==> config.mk <==
export PLATFORM = sky130hd
export DESIGN_NAME = cantx_ctrl
export DESIGN_NICKNAME = d
export VERILOG_FILES = /design/src/rtl/cantx_pkg.sv /design/src/rtl/cantx_ctrl.sv
export VERILOG_INCLUDE_DIRS = /design/src /design/src/rtl
export SDC_FILE = /design/constraint.sdc
export NUM_CORES = 1
export LEC_CHECK = 0
export BUFFER_PORTS_ARGS = -buffer_cell sky130_fd_sc_hd__buf_4
export CAP_MARGIN = 20
export CORE_MARGIN = 8
export CORE_UTILIZATION = 53
export CTS_CLUSTER_SIZE = 20
export DETAILED_ROUTE_END_ITERATION = 6
export PLACE_DENSITY_LB_ADDON = 0.25
export SLEW_MARGIN = 15
export SYNTH_ARGS = -nofsm -noshare
export SYNTH_HDL_FRONTEND = slang
export SYNTH_SLANG_ARGS = --single-unit
==> constraint.sdc <==
create_clock -name clk_sys -period 3.2 [get_ports clk_sys]
set_input_delay 0 -clock clk_sys [delete_from_list [all_inputs] [get_ports clk_sys]]
set_output_delay 0 -clock clk_sys [all_outputs]
set_load 0.02 [all_outputs]
==> src/rtl/cantx_regs.svh <==
// Register offsets, field positions, reset values and timing counts.
// Assumes a Wishbone slave with 32-bit word-aligned registers.
`ifndef CANTX_REGS_SVH
`define CANTX_REGS_SVH
`define CANTX_OFS_CTRL      6'h00
`define CANTX_OFS_TXCON0    6'h04
`define CANTX_OFS_TXCON1    6'h08
`define CANTX_OFS_TXCON2    6'h0c
`define CANTX_OFS_IRQ_STAT  6'h10
`define CANTX_OFS_IRQ_MASK  6'h14
`define CANTX_BIT_CAP       15
`define CANTX_BIT_SIDL      13
`define CANTX_BIT_ABORT_ALL_TX      12
`define CANTX_BIT_CKS       11
`define CANTX_POS_REQUESTED_MODE     8
`define CANTX_POS_CURRENT_MODE    5
`define CANTX_POS_INTERRUPT_SOURCE_CODE     1
`define CANTX_BIT_TX_ABORTED_FLAG     6
`define CANTX_BIT_TX_LOST_ARBITRATION_FLAG    5
`define CANTX_BIT_TX_ERROR_FLAG     4
`define CANTX_BIT_SEND_REQUEST     3
`define CANTX_POS_TX_PRIORITY     0
`define CANTX_RST_MODE      3'h4
`define CANTX_MODE_CHG_NS   200
`define CANTX_CLK_NS        40
`define CANTX_MODE_CHG_CYC  ((`CANTX_MODE_CHG_NS + `CANTX_CLK_NS - 1) / `CANTX_CLK_NS)
`endif

==> src/rtl/cantx_pkg.sv <==
// Types shared by the control and transmit-buffer control block.
// Assumes cantx_regs.svh supplies the numeric constants.
package cantx_pkg;
   typedef enum logic [2:0] {
      CANTX_NORMAL = 3'h0,
      CANTX_DISABLE = 3'h1,
      CANTX_LOOPBACK = 3'h2,
      CANTX_LISTEN_ONLY = 3'h3,
      CANTX_CONFIG = 3'h4,
      CANTX_RSVD5 = 3'h5,
      CANTX_RSVD6 = 3'h6,
      CANTX_LISTEN_ALL = 3'h7
   } cantx_mode_t;

   typedef enum logic [1:0] {
      CANTX_IDLE,
      CANTX_SEND
   } cantx_tx_t;

   typedef struct packed {
      logic       send_request;
      logic [1:0] tx_priority;
      logic       tx_aborted_flag;
      logic       tx_lost_arbitration_flag;
      logic       tx_error_flag;
   } cantx_buf_t;

   typedef struct packed {
      logic        ack;
      logic [31:0] dat;
   } cantx_wb_rsp_t;

   typedef struct packed {
      logic        rx_capture_enable;
      logic        stop_in_idle;
      logic        abort_all_tx;
      logic        master_clock_select;
      cantx_mode_t requested_mode;
      cantx_mode_t current_mode;
      logic [2:0]  mode_cnt;
      cantx_buf_t [2:0] buf_q;
      cantx_tx_t   tx_state;
      logic [1:0]  tx_sel;
      logic [6:0]  irq_stat;
      logic [6:0]  irq_mask;
      logic [1:0]  clk_div;
      cantx_wb_rsp_t rsp;
   } cantx_state_t;
endpackage

==> src/rtl/cantx_ctrl.sv <==
// Control, status and transmit-buffer control of a CAN controller.
// Assumes a classic Wishbone master and a protocol engine with pulse events.
//
// Our own choices: the Wishbone register port and the register addresses.
`timescale 1ns/1ps
`include "cantx_regs.svh"

// Contract
// (RL1) Capture enable writable in every mode
// (RL2) Stop-in-idle halts controller on idle
// (RL3) Abort-all cancels all pending transmissions
// (RL4) Abort-all self-clears when aborts done
// (RL5) Clock select: 1 base, 0 four times
// (RL6) Requested-mode field encoding, two reserved
// (RL7) Current-mode field reports mode in effect
// (RL8) Interrupt code reports highest pending event
// (RL9) Unimplemented bits read zero, ignore writes
// (RL10) Aborted flag set when message aborted
// (RL11) Lost-arbitration flag set on lost arbitration
// (RL12) Error flag set on bus error
// (RL13) Setting send-request clears three flags
// (RL14) Writing one queues buffer for sending
// (RL15) Writing zero aborts a set request
// (RL16) Send-request self-clears on success
// (RL17) Two-bit priority, eleven highest
// (RL18) Highest priority first, ties to higher buffer
// (RL19) Reset: configuration mode, control bits zero
module cantx_ctrl
   import cantx_pkg::*;
#(
   parameter int MODE_CHG_CYC = `CANTX_MODE_CHG_CYC
)(
   // Clock and reset
   input  wire logic        clk_sys,
   input  wire logic        rst_b,
   // Wishbone slave
   input  wire logic        wb_cyc_i,
   input  wire logic        wb_stb_i,
   input  wire logic        wb_we_i,
   input  wire logic [5:0]  wb_adr_i,
   input  wire logic [3:0]  wb_sel_i,
   input  wire logic [31:0] wb_dat_i,
   output      logic [31:0] wb_dat_o,
   output      logic        wb_ack_o,
   // Device and protocol engine
   input  wire logic        cpu_idle,
   input  wire logic        tx_done,
   input  wire logic        tx_lost_arb,
   input  wire logic        tx_bus_err,
   input  wire logic        ev_wake,
   input  wire logic        ev_rx0,
   input  wire logic        ev_rx1,
   input  wire logic        ev_err,
   output      logic        tx_start,
   output      logic [1:0]  tx_buf_sel,
   output      logic        tx_abort,
   output      logic        can_base_clock_en,
   output      logic        rx_capture_on,
   output      logic        module_halted,
   output      logic [2:0]  op_mode,
   output      logic        irq
);
   cantx_state_t st;
   cantx_state_t next_st;
   logic         wr;
   logic         rd;
   logic         halt;
   logic [6:0]   ev;
   logic [1:0]   best;
   logic         any_req;
   logic [2:0]   interrupt_source_code;
   logic [15:0]  ctrl_rd;
   logic [15:0]  txcon_rd [3];
   logic [6:0]   pend;

   assign wr   = wb_cyc_i && wb_stb_i && wb_we_i && !st.rsp.ack;
   assign rd   = wb_cyc_i && wb_stb_i && !st.rsp.ack;
   assign halt = st.stop_in_idle && cpu_idle; // RL2

   // Register read images
   always_comb
   begin
      ctrl_rd = 16'h0000; // RL9
      ctrl_rd[`CANTX_BIT_CAP]  = st.rx_capture_enable;
      ctrl_rd[`CANTX_BIT_SIDL] = st.stop_in_idle;
      ctrl_rd[`CANTX_BIT_ABORT_ALL_TX] = st.abort_all_tx;
      ctrl_rd[`CANTX_BIT_CKS]  = st.master_clock_select;
      ctrl_rd[`CANTX_POS_REQUESTED_MODE +: 3]  = st.requested_mode;
      ctrl_rd[`CANTX_POS_CURRENT_MODE +: 3] = st.current_mode; // RL7
      ctrl_rd[`CANTX_POS_INTERRUPT_SOURCE_CODE +: 3]  = interrupt_source_code;
   end

   for (genvar g = 0; g < 3; g++)
   begin : g_rd
      always_comb
      begin
         txcon_rd[g] = 16'h0000; // RL9
         txcon_rd[g][`CANTX_BIT_TX_ABORTED_FLAG]  = st.buf_q[g].tx_aborted_flag;
         txcon_rd[g][`CANTX_BIT_TX_LOST_ARBITRATION_FLAG] = st.buf_q[g].tx_lost_arbitration_flag;
         txcon_rd[g][`CANTX_BIT_TX_ERROR_FLAG]  = st.buf_q[g].tx_error_flag;
         txcon_rd[g][`CANTX_BIT_SEND_REQUEST]  = st.buf_q[g].send_request;
         txcon_rd[g][`CANTX_POS_TX_PRIORITY +: 2] = st.buf_q[g].tx_priority;
      end
   end

   // Highest pending event wins the code
   assign pend = st.irq_stat & st.irq_mask;
   always_comb
   begin
      if (pend[6])      interrupt_source_code = 3'h7; // RL8
      else if (pend[5]) interrupt_source_code = 3'h6;
      else if (pend[4]) interrupt_source_code = 3'h5;
      else if (pend[3]) interrupt_source_code = 3'h4;
      else if (pend[2]) interrupt_source_code = 3'h3;
      else if (pend[1]) interrupt_source_code = 3'h2;
      else if (pend[0]) interrupt_source_code = 3'h1;
      else              interrupt_source_code = 3'h0;
   end

   // Arbitration among pending buffers
   always_comb
   begin
      best    = 2'h0;
      any_req = 1'b0;
      for (int i = 0; i < 3; i++)
      begin
         if (st.buf_q[i].send_request &&
             (!any_req || st.buf_q[i].tx_priority >= st.buf_q[best].tx_priority))
         begin
            best    = 2'(i); // RL18
            any_req = 1'b1;
         end
      end
   end

   always_comb
   begin
      next_st = st;
      ev      = 7'h00;
      next_st.rsp.ack = rd;
      next_st.rsp.dat = 32'h0000_0000;
      // Four-phase divider: slow base clock is a quarter of the fast one
      next_st.clk_div = st.clk_div + 2'h1;
      if (rd && !wb_we_i)
      begin
         case (wb_adr_i)
            `CANTX_OFS_CTRL:     next_st.rsp.dat = {16'h0000, ctrl_rd};
            `CANTX_OFS_TXCON0:   next_st.rsp.dat = {16'h0000, txcon_rd[0]};
            `CANTX_OFS_TXCON1:   next_st.rsp.dat = {16'h0000, txcon_rd[1]};
            `CANTX_OFS_TXCON2:   next_st.rsp.dat = {16'h0000, txcon_rd[2]};
            `CANTX_OFS_IRQ_STAT: next_st.rsp.dat = {25'h0, st.irq_stat};
            `CANTX_OFS_IRQ_MASK: next_st.rsp.dat = {25'h0, st.irq_mask};
            default:             next_st.rsp.dat = 32'h0000_0000;
         endcase
      end

      // Mode change completes after a settle delay
      if (st.current_mode != st.requested_mode &&
          st.requested_mode != CANTX_RSVD5 && st.requested_mode != CANTX_RSVD6)
      begin
         if (int'(st.mode_cnt) >= MODE_CHG_CYC - 1)
         begin
            next_st.current_mode = st.requested_mode; // RL7
            next_st.mode_cnt     = 3'h0;
         end
         else if (!halt)
            next_st.mode_cnt = st.mode_cnt + 3'h1;
      end
      else
         next_st.mode_cnt = 3'h0;

      // Transmit engine tracking
      case (st.tx_state)
         CANTX_IDLE:
            if (any_req && !halt && st.current_mode != CANTX_CONFIG &&
                st.current_mode != CANTX_DISABLE && !st.abort_all_tx)
            begin
               next_st.tx_state = CANTX_SEND;
               next_st.tx_sel   = best;
            end
         CANTX_SEND:
         begin
            if (tx_done)
            begin
               next_st.buf_q[st.tx_sel].send_request = 1'b0; // RL16
               ev[3 - st.tx_sel] = 1'b1;
               next_st.tx_state = CANTX_IDLE;
            end
            else if (tx_lost_arb || tx_bus_err)
            begin
               // Flags stay set until a new request clears them
               if (tx_lost_arb)
                  next_st.buf_q[st.tx_sel].tx_lost_arbitration_flag = 1'b1; // RL11
               if (tx_bus_err)
               begin
                  next_st.buf_q[st.tx_sel].tx_error_flag = 1'b1; // RL12
                  ev[0] = 1'b1;
               end
               next_st.tx_state = CANTX_IDLE;
            end
            else if (!st.buf_q[st.tx_sel].send_request)
               next_st.tx_state = CANTX_IDLE;
         end
         default: next_st.tx_state = CANTX_IDLE;
      endcase

      // Abort-all cancels every pending request, then clears itself
      if (st.abort_all_tx)
      begin
         for (int i = 0; i < 3; i++)
            if (st.buf_q[i].send_request && !(tx_done && st.tx_sel == 2'(i) &&
                st.tx_state == CANTX_SEND))
            begin
               next_st.buf_q[i].send_request    = 1'b0; // RL3
               next_st.buf_q[i].tx_aborted_flag = 1'b1; // RL10
            end
         next_st.abort_all_tx = 1'b0; // RL4
         next_st.tx_state     = CANTX_IDLE;
      end

      ev[6] = ev_wake;
      ev[5] = ev_rx0;
      ev[4] = ev_rx1;
      if (ev_err)
         ev[0] = 1'b1;

      if (wr && wb_sel_i[1] && wb_sel_i[0])
      begin
         case (wb_adr_i)
            `CANTX_OFS_CTRL:
            begin
               next_st.rx_capture_enable   = wb_dat_i[`CANTX_BIT_CAP]; // RL1
               next_st.stop_in_idle        = wb_dat_i[`CANTX_BIT_SIDL];
               next_st.master_clock_select = wb_dat_i[`CANTX_BIT_CKS];
               next_st.requested_mode =
                  cantx_mode_t'(wb_dat_i[`CANTX_POS_REQUESTED_MODE +: 3]); // RL6
               if (wb_dat_i[`CANTX_BIT_ABORT_ALL_TX])
                  next_st.abort_all_tx = 1'b1; // RL3
            end
            `CANTX_OFS_TXCON0, `CANTX_OFS_TXCON1, `CANTX_OFS_TXCON2:
            begin
               for (int i = 0; i < 3; i++)
                  if (wb_adr_i == 6'(`CANTX_OFS_TXCON0 + 4 * i))
                  begin
                     next_st.buf_q[i].tx_priority = wb_dat_i[`CANTX_POS_TX_PRIORITY +: 2]; // RL17
                     if (wb_dat_i[`CANTX_BIT_SEND_REQUEST])
                     begin
                        next_st.buf_q[i].send_request = 1'b1; // RL14
                        next_st.buf_q[i].tx_aborted_flag = 1'b0; // RL13
                        next_st.buf_q[i].tx_lost_arbitration_flag = 1'b0;
                        next_st.buf_q[i].tx_error_flag = 1'b0;
                     end
                     else if (st.buf_q[i].send_request)
                     begin
                        next_st.buf_q[i].send_request    = 1'b0; // RL15
                        next_st.buf_q[i].tx_aborted_flag = 1'b1; // RL10
                     end
                  end
            end
            `CANTX_OFS_IRQ_STAT: next_st.irq_stat = st.irq_stat & ~wb_dat_i[6:0];
            `CANTX_OFS_IRQ_MASK: next_st.irq_mask = wb_dat_i[6:0];
            default: ;
         endcase
      end
      // Set wins over clear
      next_st.irq_stat = next_st.irq_stat | ev;
   end

   always_ff @(posedge clk_sys or negedge rst_b)
   begin
      if (!rst_b)
      begin
         st <= '0;
         st.requested_mode <= cantx_mode_t'(`CANTX_RST_MODE); // RL19
         st.current_mode   <= cantx_mode_t'(`CANTX_RST_MODE);
         st.tx_state       <= CANTX_IDLE;
      end
      else
         st <= next_st;
   end

   assign wb_ack_o      = st.rsp.ack;
   assign wb_dat_o      = st.rsp.dat;
   assign tx_start      = st.tx_state == CANTX_SEND && !halt;
   assign tx_buf_sel    = st.tx_sel;
   assign tx_abort      = st.tx_state == CANTX_SEND && !st.buf_q[st.tx_sel].send_request;
   assign can_base_clock_en = (st.master_clock_select ? st.clk_div == 2'h0 : 1'b1) &&
                              !halt; // RL5
   assign rx_capture_on = st.rx_capture_enable;
   assign module_halted = halt;
   assign op_mode       = st.current_mode;
   assign irq           = |pend;

   property p_abort_all_tx_clear;
      @(posedge clk_sys) disable iff (!rst_b)
      st.abort_all_tx |=> !st.abort_all_tx;
   endproperty
   a_abort_all_tx_clear: assert property (p_abort_all_tx_clear) else $error("abort-all stuck"); // RL4

   property p_abort_all_tx_kill;
      @(posedge clk_sys) disable iff (!rst_b)
      st.abort_all_tx && !wr |=> !(|{st.buf_q[0].send_request, st.buf_q[1].send_request,
                                    st.buf_q[2].send_request});
   endproperty
   a_abort_all_tx_kill: assert property (p_abort_all_tx_kill) else $error("abort-all left request"); // RL3

   property p_done_clear;
      @(posedge clk_sys) disable iff (!rst_b)
      st.tx_state == CANTX_SEND && tx_done && !wr |=> !st.buf_q[$past(st.tx_sel)].send_request;
   endproperty
   a_done_clear: assert property (p_done_clear) else $error("request not cleared"); // RL16

   property p_req_flags;
      @(posedge clk_sys) disable iff (!rst_b)
      wr && wb_adr_i == `CANTX_OFS_TXCON0 && wb_sel_i[0] && wb_sel_i[1] &&
      wb_dat_i[`CANTX_BIT_SEND_REQUEST] |=> st.buf_q[0].send_request && !st.buf_q[0].tx_aborted_flag;
   endproperty
   a_req_flags: assert property (p_req_flags) else $error("request set failed"); // RL13

   property p_irq;
      @(posedge clk_sys) disable iff (!rst_b)
      irq == (interrupt_source_code != 3'h0);
   endproperty
   a_irq: assert property (p_irq) else $error("code and irq disagree"); // RL8

   property p_rsvd_mode;
      @(posedge clk_sys) disable iff (!rst_b)
      ##1 st.current_mode != CANTX_RSVD5 && st.current_mode != CANTX_RSVD6;
   endproperty
   a_rsvd_mode: assert property (p_rsvd_mode) else $error("reserved mode entered"); // RL6

   property p_halt;
      @(posedge clk_sys) disable iff (!rst_b)
      st.stop_in_idle && cpu_idle |-> !tx_start && !can_base_clock_en;
   endproperty
   a_halt: assert property (p_halt) else $error("ran while idle"); // RL2

   property p_ack;
      @(posedge clk_sys) disable iff (!rst_b)
      wb_cyc_i && wb_stb_i && !wb_ack_o |=> wb_ack_o ##1 !wb_ack_o;
   endproperty
   a_ack: assert property (p_ack) else $error("ack timing"); // Wishbone ack timing, our own choice

   c_send:  cover property (@(posedge clk_sys) disable iff (!rst_b) tx_start ##[1:20] tx_done);
   c_abort_all_tx:  cover property (@(posedge clk_sys) disable iff (!rst_b) st.abort_all_tx);
   c_mode:  cover property (@(posedge clk_sys) disable iff (!rst_b)
                            $changed(st.current_mode));
   c_irq:   cover property (@(posedge clk_sys) disable iff (!rst_b) $rose(irq));
endmodule

==> metrics, run 1 <==
status finished clean; Clk Latency, worst-skew pair 0.36 ns; grt total ovfl 0; class of the most critical setup path reg2reg; register area share after synthesis 45.8%; vias per cell 5.46; Initial DRC Count 160; compound-cell area share of the yosys netlist 13.0%; Reg clk slew, reported paths 0.08 ns; Min Clock Period, post-route 2.44 ns; Yosys Warn Count 0; GRT Total Usage 18.1%; antenna violations before repair 0; Post-Synth XOR/XNOR Area 0.728%; hold path endpoint st[43]; Setup crit end kind flip-flop; Initial Util 54.0%; RSZ-0062 raised after global routing no; FF+latch count, synth 66; first-pass GRT wire length 14.1 mm; final setup TNS 0 ns; clk buf depth 2; setup bufs post-CTS 0; layout cell share with drive strength beyond 1 26.9%; chip width 98.5 µm; via count 2754; Max-slew headroom 44.9%; Die Area 0.00971 mm²; root buffer cell clkbuf_8; Fmax 410 MHz; Worst EP arrival 2.68 ns; ANT cells 0; Die Ht 98.5 µm; worst r2r dst tx_buf_sel[1]; Post-DRT Antenna Nets 0; commonest non-fill, non-tap cells in the layout dfrtp_1 (64), buf_4 (61), nand2_1 (30), dlygate4sd3_1 (30), a21oi_1 (19); dpl cells 458; post-cts resize count 0; TritonRoute pass-1 iters 5; Reg2Reg Depth 9; # setup viols final 0; Hold Path Stages 3; I/O pins 99; Num CTS Buffers 9; num rows 30; Async SR Flop Fraction 100%; Worst VDD drop 0.189 mV; MaxCap Viol Count 0; min-delay worst type in2reg; fin crit share 76.2%; Avg WL per Cell 16.9 µm; min-delay src tx_done; dpl hpwl 6.02 mm; TritonCTS clock tree built; Critical Path Source Type flip-flop; fin. max-slew vios 0; H-tree lvl count 3; Critical Path RT 3.44 ns; Final Cell Area 0.00435 mm²; Post-synth EDFFs 0; final hold violation count 0; Placeable Area 0.00668 mm²; synthesized area per cell 10.4 µm²; Synth Area in Adders 2.43%; number of global-route vias before repair 2817; Final nets 481; LEAKAGE 2.05 nW; largest net degree at the start of global routing 67; Layout area overhead 20.6%; Synth Cell Area 0.00361 mm²; drt drc 0; RR Startpoint st[56]; gpl congestion 0.866; Synth Instances 348; fin cells 504; CTS Hold Bufs 30; most common cell after layout, fill and taps aside dfrtp_1; Slew @ Worst Pin 0.826 ns; worst-path fanout max 4; WL final 8.50 mm; Clock Skew 0.00851 ns; R2R Setup Slk 0.76 ns; clk sinks 66; Synth cell types 55; Min Hold Slack 0.0246 ns; mux cell area share after synthesis 8.98%; pwr/cell area 381 mW/mm²; dpl cell area 0.00387 mm²; ys flop type dfrtp_1; largest family of logic cells by synthesized area simple AND/OR/NAND/NOR gates; port bufs 61; Simple-Gate Fraction of Synth Area 17.3%
-- how the worst max path moves through the flow --
stage	startpoint	end	slack (ns)	depth (start not counted)
5_1_grt	st[56]	tx_buf_sel[0]	0.60	9
3_5_place_dp	st[56]	tx_buf_sel[1]	0.77	9
2_1_floorplan	st[56]	tx_buf_sel[1]	0.99	9
4_1_cts	st[56]	tx_buf_sel[1]	0.76	9
3_3_place_gp	st[56]	tx_buf_sel[1]	0.86	9
6_report	st[56]	tx_buf_sel[1]	0.76	9
-- layout make-up --
class	instances	area [µm²]
tap	80	100
inverter	16	60.1
clock buffer	10	138
multi-input combinational	235	1590
timing repair buffer	91	758
clock inverter	6	47.5
sequential	66	1650
fill	559	2330
-- logic make-up (layout without fill, tap and decap cells) --
kind of cell	Yosys count	in the layout
muxes	27	27
DFF	66	66
xor gates and xnor gates	3	3
AOI/OAI and AO/OA	72	72
buffers and inverters	63	123
other	1	17
adders and majority gates	7	7
and+or+nand+nor	109	109
-- metrics by stage --
stage | total power, mW | util (%) | worst slack (ns)
4_1_cts | 1.67 | 65.1 | 0.756
2_1_floorplan | 0.935 | - | 0.988
3_5_place_dp | 0.987 | 57.9 | 0.767
5_1_grt | 1.72 | 65.1 | 0.604
3_3_place_gp | 0.985 | 57.9 | 0.860
6_report | 1.66 | 65.1 | 0.762
-- layer usage --
metal | wire length (µm) | global-route usage, % | vias to the layer above
li1 | - | - | 1307
met3 | 630 | 4.58 | 13
met2 | 3930 | 28.4 | 96
met1 | 3780 | 22.9 | 1338
met4 | 153 | 8.50 | 0
met5 | 0 | 0 | -
-- report_power, final --
group,internal [mW],switching (mW),leakage [nW]
clock,0.310,0.352,0.0937
sequential,0.840,0.00687,0.868
combinational,0.0661,0.0817,1.09
total,1.22,0.440,2.05
-- worst max-delay path: stages (launching register included) --
cell      delay, ns
dfrtp_1        0.42
ha_1           0.31
o21ai_0        0.18
nand3b_1       0.09
nand2_1        0.16
mux2_2         0.35
ha_1           0.26
o21ai_0        0.15
a21boi_0       0.13
mux2_2         0.27
-- registers in the layout (all words and copies together), names as in the netlist --
| signal | count |
|---|---|
| ctrl_rd | 6 |
| wb_dat_o | 15 |
| wb_ack_o | 1 |
| tx_buf_sel | 2 |
| op_mode | 3 |
| st | 38 |
| rx_capture_on | 1 |
-- cell usage after synthesis, drive strengths merged (2+ instances only) --
cell type   n  share of area (%)
and3        3               0.52
nor3       13                2.1
or2         3               0.52
mux2       22                7.6
nor2b       7                1.7
nand3       6               0.83
nor2       19                2.5
dfstp       2                1.5
a21oi      19                2.6
a21bo       2               0.55
o21ai      14                1.9
dfrtp      64                 44
a22oi       8                1.7
mux2i       5                1.4
a21o        4               0.83
ha          7                2.4
clkbuf      3               0.31
inv        16                1.7
xnor2       3               0.73
and2       11                1.9
nor4        3               0.94
a32oi       2               0.49
o31ai       2               0.42
a221o       2               0.55
nand4       5                1.3
a21boi      2               0.42
buf        44                9.7
a221oi      2               0.49
nand2      33                3.6
a31oi      10                1.7
(Power assumes the default switching activity.)
==> inputs of run 2 (changes only) <==
--- a/config.mk
+++ b/config.mk
@@ -6,10 +6,11 @@
 export SDC_FILE = /design/constraint.sdc
 export NUM_CORES = 1
 export LEC_CHECK = 0
+export ABC_AREA = 1
 export BUFFER_PORTS_ARGS = -buffer_cell sky130_fd_sc_hd__buf_4
 export CAP_MARGIN = 20
 export CORE_MARGIN = 8
-export CORE_UTILIZATION = 53
+export CORE_UTILIZATION = 52
 export CTS_CLUSTER_SIZE = 20
 export DETAILED_ROUTE_END_ITERATION = 6
 export PLACE_DENSITY_LB_ADDON = 0.25
==> constraint.sdc (replaced) <==
create_clock -name clk_sys -period 2.4 [get_ports clk_sys]
set_input_delay 0 -clock clk_sys [delete_from_list [all_inputs] [get_ports clk_sys]]
set_output_delay 0 -clock clk_sys [all_outputs]
set_load 0.02 [all_outputs]
==> run 2 against run 1 <==
Flip-flop and latch count stayed put; largest power group unchanged; largest cell class unchanged; critical endpoint is now st[42]; combinational power is 92% higher; synthesized area is 1.4% lower.
==> metrics, run 2 <==
Clock Power Share 37.6% (-2.3 points); status finished clean; max reg flops 38 (unchanged); top cells by area, synth dfrtp_1 (45%), nand2_1 (12%), buf_4 (7.8%); register area share after synthesis 46.5% (+0.63 points); Fill cells 621 (+11%); final setup TNS 0 ns (unchanged); fin crit share 87.7%; synthesized area per cell 8.11 µm² (-22%); Synth cell types 33 (-40%); Post-DRT Antenna Nets 0 (unchanged); vias per cell 5.08 (-7.1%); LEAKAGE 2.27 nW (+11%); Synth Cell Area 0.00356 mm² (-1.4%); layout cell share with drive strength beyond 1 20.5% (-6.4 points); top-area cell type share of the netlist area 45.0% (+0.61 points); Die Ht 98.8 µm (+0.23%); Post-Synth XOR/XNOR Area 0.738% (+0.010 points); Critical Path Source Type input pin; min-delay src cpu_idle; post-cts resize count 0 (unchanged); drt drc 0 (unchanged); Min Clock Period, post-route 2.10 ns; setup bufs post-CTS 0 (unchanged); clk buf depth 2 (unchanged); multi-input logic area 0.00147 mm² (-7.8%); switching pwr 611 µW (+39%); Placeable Area 0.00672 mm² (+0.56%); worst-path fanout max 7 (+3); via count 3032 (+10%); Layout area overhead 20.9%; Place WS 0.318 ns (-0.450 ns); sequential power share 50.3% (-0.8 points); Pint 1.74 mW (+43%); TritonCTS clock tree built; gpl congestion 0.879 (+1.5%); WL final 8.63 mm (+1.6%); Comb pwr share 12.1% (+3.2 points); RSZ-0062 raised after global routing no; grt total ovfl 0 (unchanged); FF+latch count, synth 66 (unchanged); Net Sw Frac 26.0% (-0.60 points); MaxCap Viol Count 0 (unchanged); Final nets 574 (+19%); root buffer cell clkbuf_8; Die Area 0.00975 mm² (+0.46%); port bufs 61 (unchanged); H-tree lvl count 3 (unchanged); Async SR Flop Fraction 100% (unchanged); GRT Total Usage 19.0% (+0.88 points); Worst EP arrival 2.32 ns (-0.36 ns); mux cell area share after synthesis 1.26% (-7.7 points); RR Startpoint st[56]; compound-cell area share of the yosys netlist 9.91% (-3.1 points); Top reg by flops st; Reg clk slew, reported paths 0.07 ns (about the same); Fmax 475 MHz; number of global-route vias before repair 3093 (+9.8%); clk sinks 66 (unchanged); num rows 30 (unchanged); Yosys Warn Count 0 (unchanged); count leader, synth nand2_1; first-pass GRT wire length 14.7 mm (+4.3%); Finished Core Util 64.1% (-1.1 points); Min Hold Slack 0.0140 ns (-0.0106 ns); Critical Path RT 2.62 ns (-0.82 ns); Synth Instances 439 (+26%); ANT cells 0 (unchanged); CP Launch Point wb_stb_i; class of the most critical setup path in2reg; # setup viols final 0 (unchanged); min-delay worst type in2reg; Clk Latency, worst-skew pair 0.34 ns (-0.02 ns); Setup crit end kind flip-flop; Initial DRC Count 304 (+90%); area leader, netlist dfrtp_1; CTS Hold Bufs 24 (-20%); final hold violation count 0 (unchanged); fin. max-slew vios 0 (unchanged); commonest non-fill, non-tap cells in the layout nand2_1 (110), dfrtp_1 (64), buf_4 (61); Max-slew headroom 45.1% (+0.20 points); Avg WL per Cell 14.5 µm (-14%); largest family of logic cells by synthesized area simple AND/OR/NAND/NOR gates; Seq. cell area 0.00165 mm² (unchanged); Worst VDD drop 0.260 mV (+38%); most frequent cells after synthesis nand2_1 (110), dfrtp_1 (64), inv_1 (48); Clock Skew 0.00764 ns (-0.000877 ns); Initial Util 53.0% (-1.0 points); ys flop type dfrtp_1; Synth Area in Adders 2.46% (+0.033 points); Post-synth EDFFs 0 (unchanged); I/O pins 99 (unchanged); dpl hpwl 6.42 mm (+6.6%); TritonRoute pass-1 iters 4 (-1); Simple-Gate Fraction of Synth Area 25.1% (+7.8 points); chip width 98.8 µm (+0.23%); Worst Slack Setup Final 0.295 ns (-0.466 ns); Num CTS Buffers 9 (unchanged); largest net degree at the start of global routing 67 (unchanged); Slew @ Worst Pin 0.823 ns (-0.00296 ns); antenna violations before repair 0 (unchanged); pwr/cell area 546 mW/mm² (+43%); most common cell after layout, fill and taps aside nand2_1
-- run 2: cell count changes after synthesis, sizes merged, moves of 11 or more --
cell and change:
mux2 -19, and2 -11, nand3 +18, o21ai +23, nor2 +36, inv +37, nand2 +79
-- run 2: cell type report --
| class | count | area share (%) |
|---|---|---|
| Sequential cell | 66 | 38.4 |
| Multi-Input combinational cell | 296 | 34.1 |
| Timing Repair Buffer | 85 | 16.2 |
| Inverter | 54 | 4.74 |
| Clock buffer | 13 | 3.23 |
| Tap cell | 80 | 2.32 |
| Clock inverter | 3 | 0.930 |
-- run 2: through the flow --
stage	cells	total power, mW	cell area, µm²
global route	597	2.46	4310
floorplan	455	1.37	3620
global placement	557	1.45	3890
detailed placement	557	1.46	3890
CTS	597	2.36	4310
finish	597	2.35	4310
-- run 2: path summary, 6_finish.rpt --
path,end,slack (ns),cells after the start
min in group asynchronous,st[42],0.29,2
setup / recovery,st[42],0.30,10
max in group asynchronous,st[45],1.56,2
hold reg to reg,st[33],0.41,1
hold / removal,st[73],0.01,4
setup reg to reg,tx_buf_sel[0],0.30,10
-- run 2: layer usage --
metal	GRT usage, %	share of wire, %
met1	23.6	43
met4	6.02	1.5
met5	0	0
met3	6.13	6.5
met2	30.6	49
-- run 2: kinds of logic (layout without fill, tap and decap cells) --
group,Yosys count,after routing
buffers and inverters,93,155
DFF,66,66
xor gates and xnor gates,3,3
other,1,17
adders and majority gates,7,7
muxes,3,3
and+or+nand+nor,205,205
AOI/OAI and AO/OA,61,61
-- run 2: power by group through the flow --
stage	logic [mW]	clock network (mW)	registers (mW)
after CTS	0.285	0.897	1.18
after global placement	0.248	0	1.20
after floorplan	0.171	0	1.20
final	0.284	0.885	1.18
after global routing	0.315	0.959	1.19
after detailed placement	0.254	0	1.20
-- run 2: worst max-delay path, cell delays in order --
cell and delay [ns]:
dlygate4sd3_1 0.53, buf_4 0.10, nand2_1 0.04, dlygate4sd3_1 0.57
nor2_2 0.14, nand2_1 0.23, inv_2 0.19, nand2_1 0.21
o21ai_0 0.23, nand2_1 0.07
==> inputs of run 3 (changes only) <==
--- a/config.mk
+++ b/config.mk
@@ -7,12 +7,13 @@
 export NUM_CORES = 1
 export LEC_CHECK = 0
 export ABC_AREA = 1
-export BUFFER_PORTS_ARGS = -buffer_cell sky130_fd_sc_hd__buf_4
+export BUFFER_PORTS_ARGS = -buffer_cell sky130_fd_sc_hd__buf_2
 export CAP_MARGIN = 20
 export CORE_MARGIN = 8
 export CORE_UTILIZATION = 52
 export CTS_CLUSTER_SIZE = 20
 export DETAILED_ROUTE_END_ITERATION = 6
+export GPL_ROUTABILITY_DRIVEN = 0
 export PLACE_DENSITY_LB_ADDON = 0.25
 export SLEW_MARGIN = 15
 export SYNTH_ARGS = -nofsm -noshare
==> run 3 against run 2 <==
Flip-flop and latch count did not move; critical path depth is 3 lower; cell count up 0.50%; register-to-register slack got worse by 0.05 ns; wire length decreased by 0.28%; count of clock-buffer cells in the layout down 1.
==> metrics, run 3 (same netlist as run 2, synthesis figures left out) <==
largest net degree at the start of global routing 67 (unchanged); pwr/cell area 542 mW/mm² (-0.85%); Final nets 577 (+0.52%); Top reg by flops st; Critical Path Source Type flip-flop; Finished Core Util 62.0% (-2.1 points); Net Sw Frac 27.4% (+1.5 points); Reg clk slew, reported paths 0.07 ns (about the same); final setup TNS 0 ns (unchanged); drt drc 0 (unchanged); sequential power share 52.5% (+2.2 points); Worst Slack Setup Final 0.243 ns (-0.0525 ns); Hold Path Stages 4 (unchanged); Pint 1.64 mW (-6.0%); number of global-route vias before repair 3015 (-2.5%); Fmax 464 MHz (-2.4%); I/O pins 99 (unchanged); Post-DRT Antenna Nets 0 (unchanged); Slew @ Worst Pin 0.806 ns (-0.0169 ns); Clock Power Share 35.8% (-1.8 points); Num CTS Buffers 9 (unchanged); num rows 30 (unchanged); RR Startpoint wb_ack_o; WL final 8.61 mm (-0.28%); # setup viols final 0 (unchanged); H-tree lvl count 3 (unchanged); Die Area 0.00975 mm² (unchanged); Max-slew headroom 46.2% (+1.1 points); LEAKAGE 2.25 nW (-1.2%); root buffer cell clkbuf_8; status finished clean; most common cell after layout, fill and taps aside nand2_1; max reg flops 38 (unchanged); Placeable Area 0.00672 mm² (unchanged); clk sinks 66 (unchanged); min-delay worst type in2reg; RSZ-0062 raised after global routing no; Clk Latency, worst-skew pair 0.35 ns (about the same); GRT Total Usage 18.3% (-0.69 points); port bufs 61 (unchanged); setup bufs post-CTS 0 (unchanged); chip width 98.8 µm (unchanged); class of the most critical setup path reg2reg; Layout area overhead 17.0%; Avg WL per Cell 14.3 µm (-0.78%); min-delay src cpu_idle; commonest non-fill, non-tap cells in the layout nand2_1 (110), dfrtp_1 (64), buf_2 (61); ANT cells 0 (unchanged); Worst EP arrival 2.38 ns (+0.06 ns); first-pass GRT wire length 14.4 mm (-2.7%); worst-path fanout max 7 (unchanged); TritonCTS clock tree built; fin. max-slew vios 0 (unchanged); fin crit share 89.9% (+2.2 points); R2R Setup Slk 0.24 ns (-0.05 ns); Worst VDD drop 0.318 mV (+22%); Die Ht 98.8 µm (unchanged); final hold violation count 0 (unchanged); Initial Util 53.0% (unchanged); layout cell share with drive strength beyond 1 21.0% (+0.46 points); dpl hpwl 6.31 mm (-1.7%); hold path endpoint st[73]; Reg2Reg Depth 7 (-3); worst r2r dst st[48]; clk buf depth 2 (unchanged); Setup crit end kind flip-flop; Comb pwr share 11.7% (-0.4 points); switching pwr 619 µW (+1.4%); Fill cells 590 (-5.0%); Place WS 0.315 ns (-0.00312 ns); Clock Skew 0.00912 ns (+0.00149 ns); grt total ovfl 0 (unchanged); Critical Path RT 2.62 ns (about the same); MaxCap Viol Count 0 (unchanged); Min Clock Period, post-route 2.16 ns (+0.0525 ns); TritonRoute pass-1 iters 5 (+1); antenna violations before repair 0 (unchanged); via count 3050 (+0.59%); Initial DRC Count 166 (-45%); vias per cell 5.08 (about the same)
==> run 3: changes by cell type in the layout (fill, tap and decap cells not counted), sizes merged <==
cell         change
clkinv           +2
clkbuf           -1
buf              +1
dlygate4sd3      +2
bufinv           -1
==> run 3: metal layers <==
layer | part of all wire [%] | GRT usage (%)
met5 | 0 | 0
met4 | 2.1 | 9.09
met3 | 6.5 | 3.81
met2 | 47 | 29.0
met1 | 44 | 23.2
==> run 3: per-stage QoR <==
stage | instances | hold slack, ns | cell area (µm²) | total power, mW
final | 600 | 0.00847 | 4170 | 2.26
after global routing | 600 | 0.0476 | 4170 | 2.34
after CTS | 600 | 0.00470 | 4170 | 2.26
after detailed placement | 558 | 0.195 | 3740 | 1.44
after global placement | 558 | 0.187 | 3740 | 1.43
after floorplan | 455 | -0.296 | 3620 | 1.37
==> run 3: worst max-delay path by stage <==
stage,end,from,slack [ns],cells after the start
CTS,st[48],wb_ack_o,0.28,7
finish,st[48],wb_ack_o,0.24,7
detailed placement,tx_buf_sel[0],st[62],0.31,11
global route,st[48],wb_ack_o,0.11,7
floorplan,tx_buf_sel[0],st[56],0.54,10
global placement,tx_buf_sel[0],st[56],0.43,10
==> run 3: what timing repair did <==
action                                  4_1_cts  5_1_grt
endpoints found under the hold margin        87        0
resized for setup                             0        0
endpoints found under the setup margin        0        0
hold buffers                                 26        0
==> run 3: final cells by class <==
class	instances	area [µm²]	area share [%]
sequential	66	1650	39.7
multi-input combinational	296	1470	35.3
timing repair buffer	88	573	13.8
inverter	54	204	4.89
clock buffer	12	145	3.48
tap	80	100	2.40
clock inverter	4	20.0	0.480
==> run 3: worst max-delay path: stages (launching register included) <==
cell and delay (ns):
dfrtp_1 0.39, nor2_2 0.15, nand2_1 0.23, inv_2 0.19
nand2_1 0.22, o21ai_0 0.21, nand2_1 0.07, dlygate4sd3_1 0.56
==> run 3: power groups by stage <==
stage	Sequential [mW]	Clock, mW	Combinational [mW]
detailed placement	1.20	0	0.233
global route	1.19	0.856	0.296
global placement	1.20	0	0.226
finish	1.19	0.808	0.264
floorplan	1.20	0	0.171
CTS	1.18	0.817	0.263
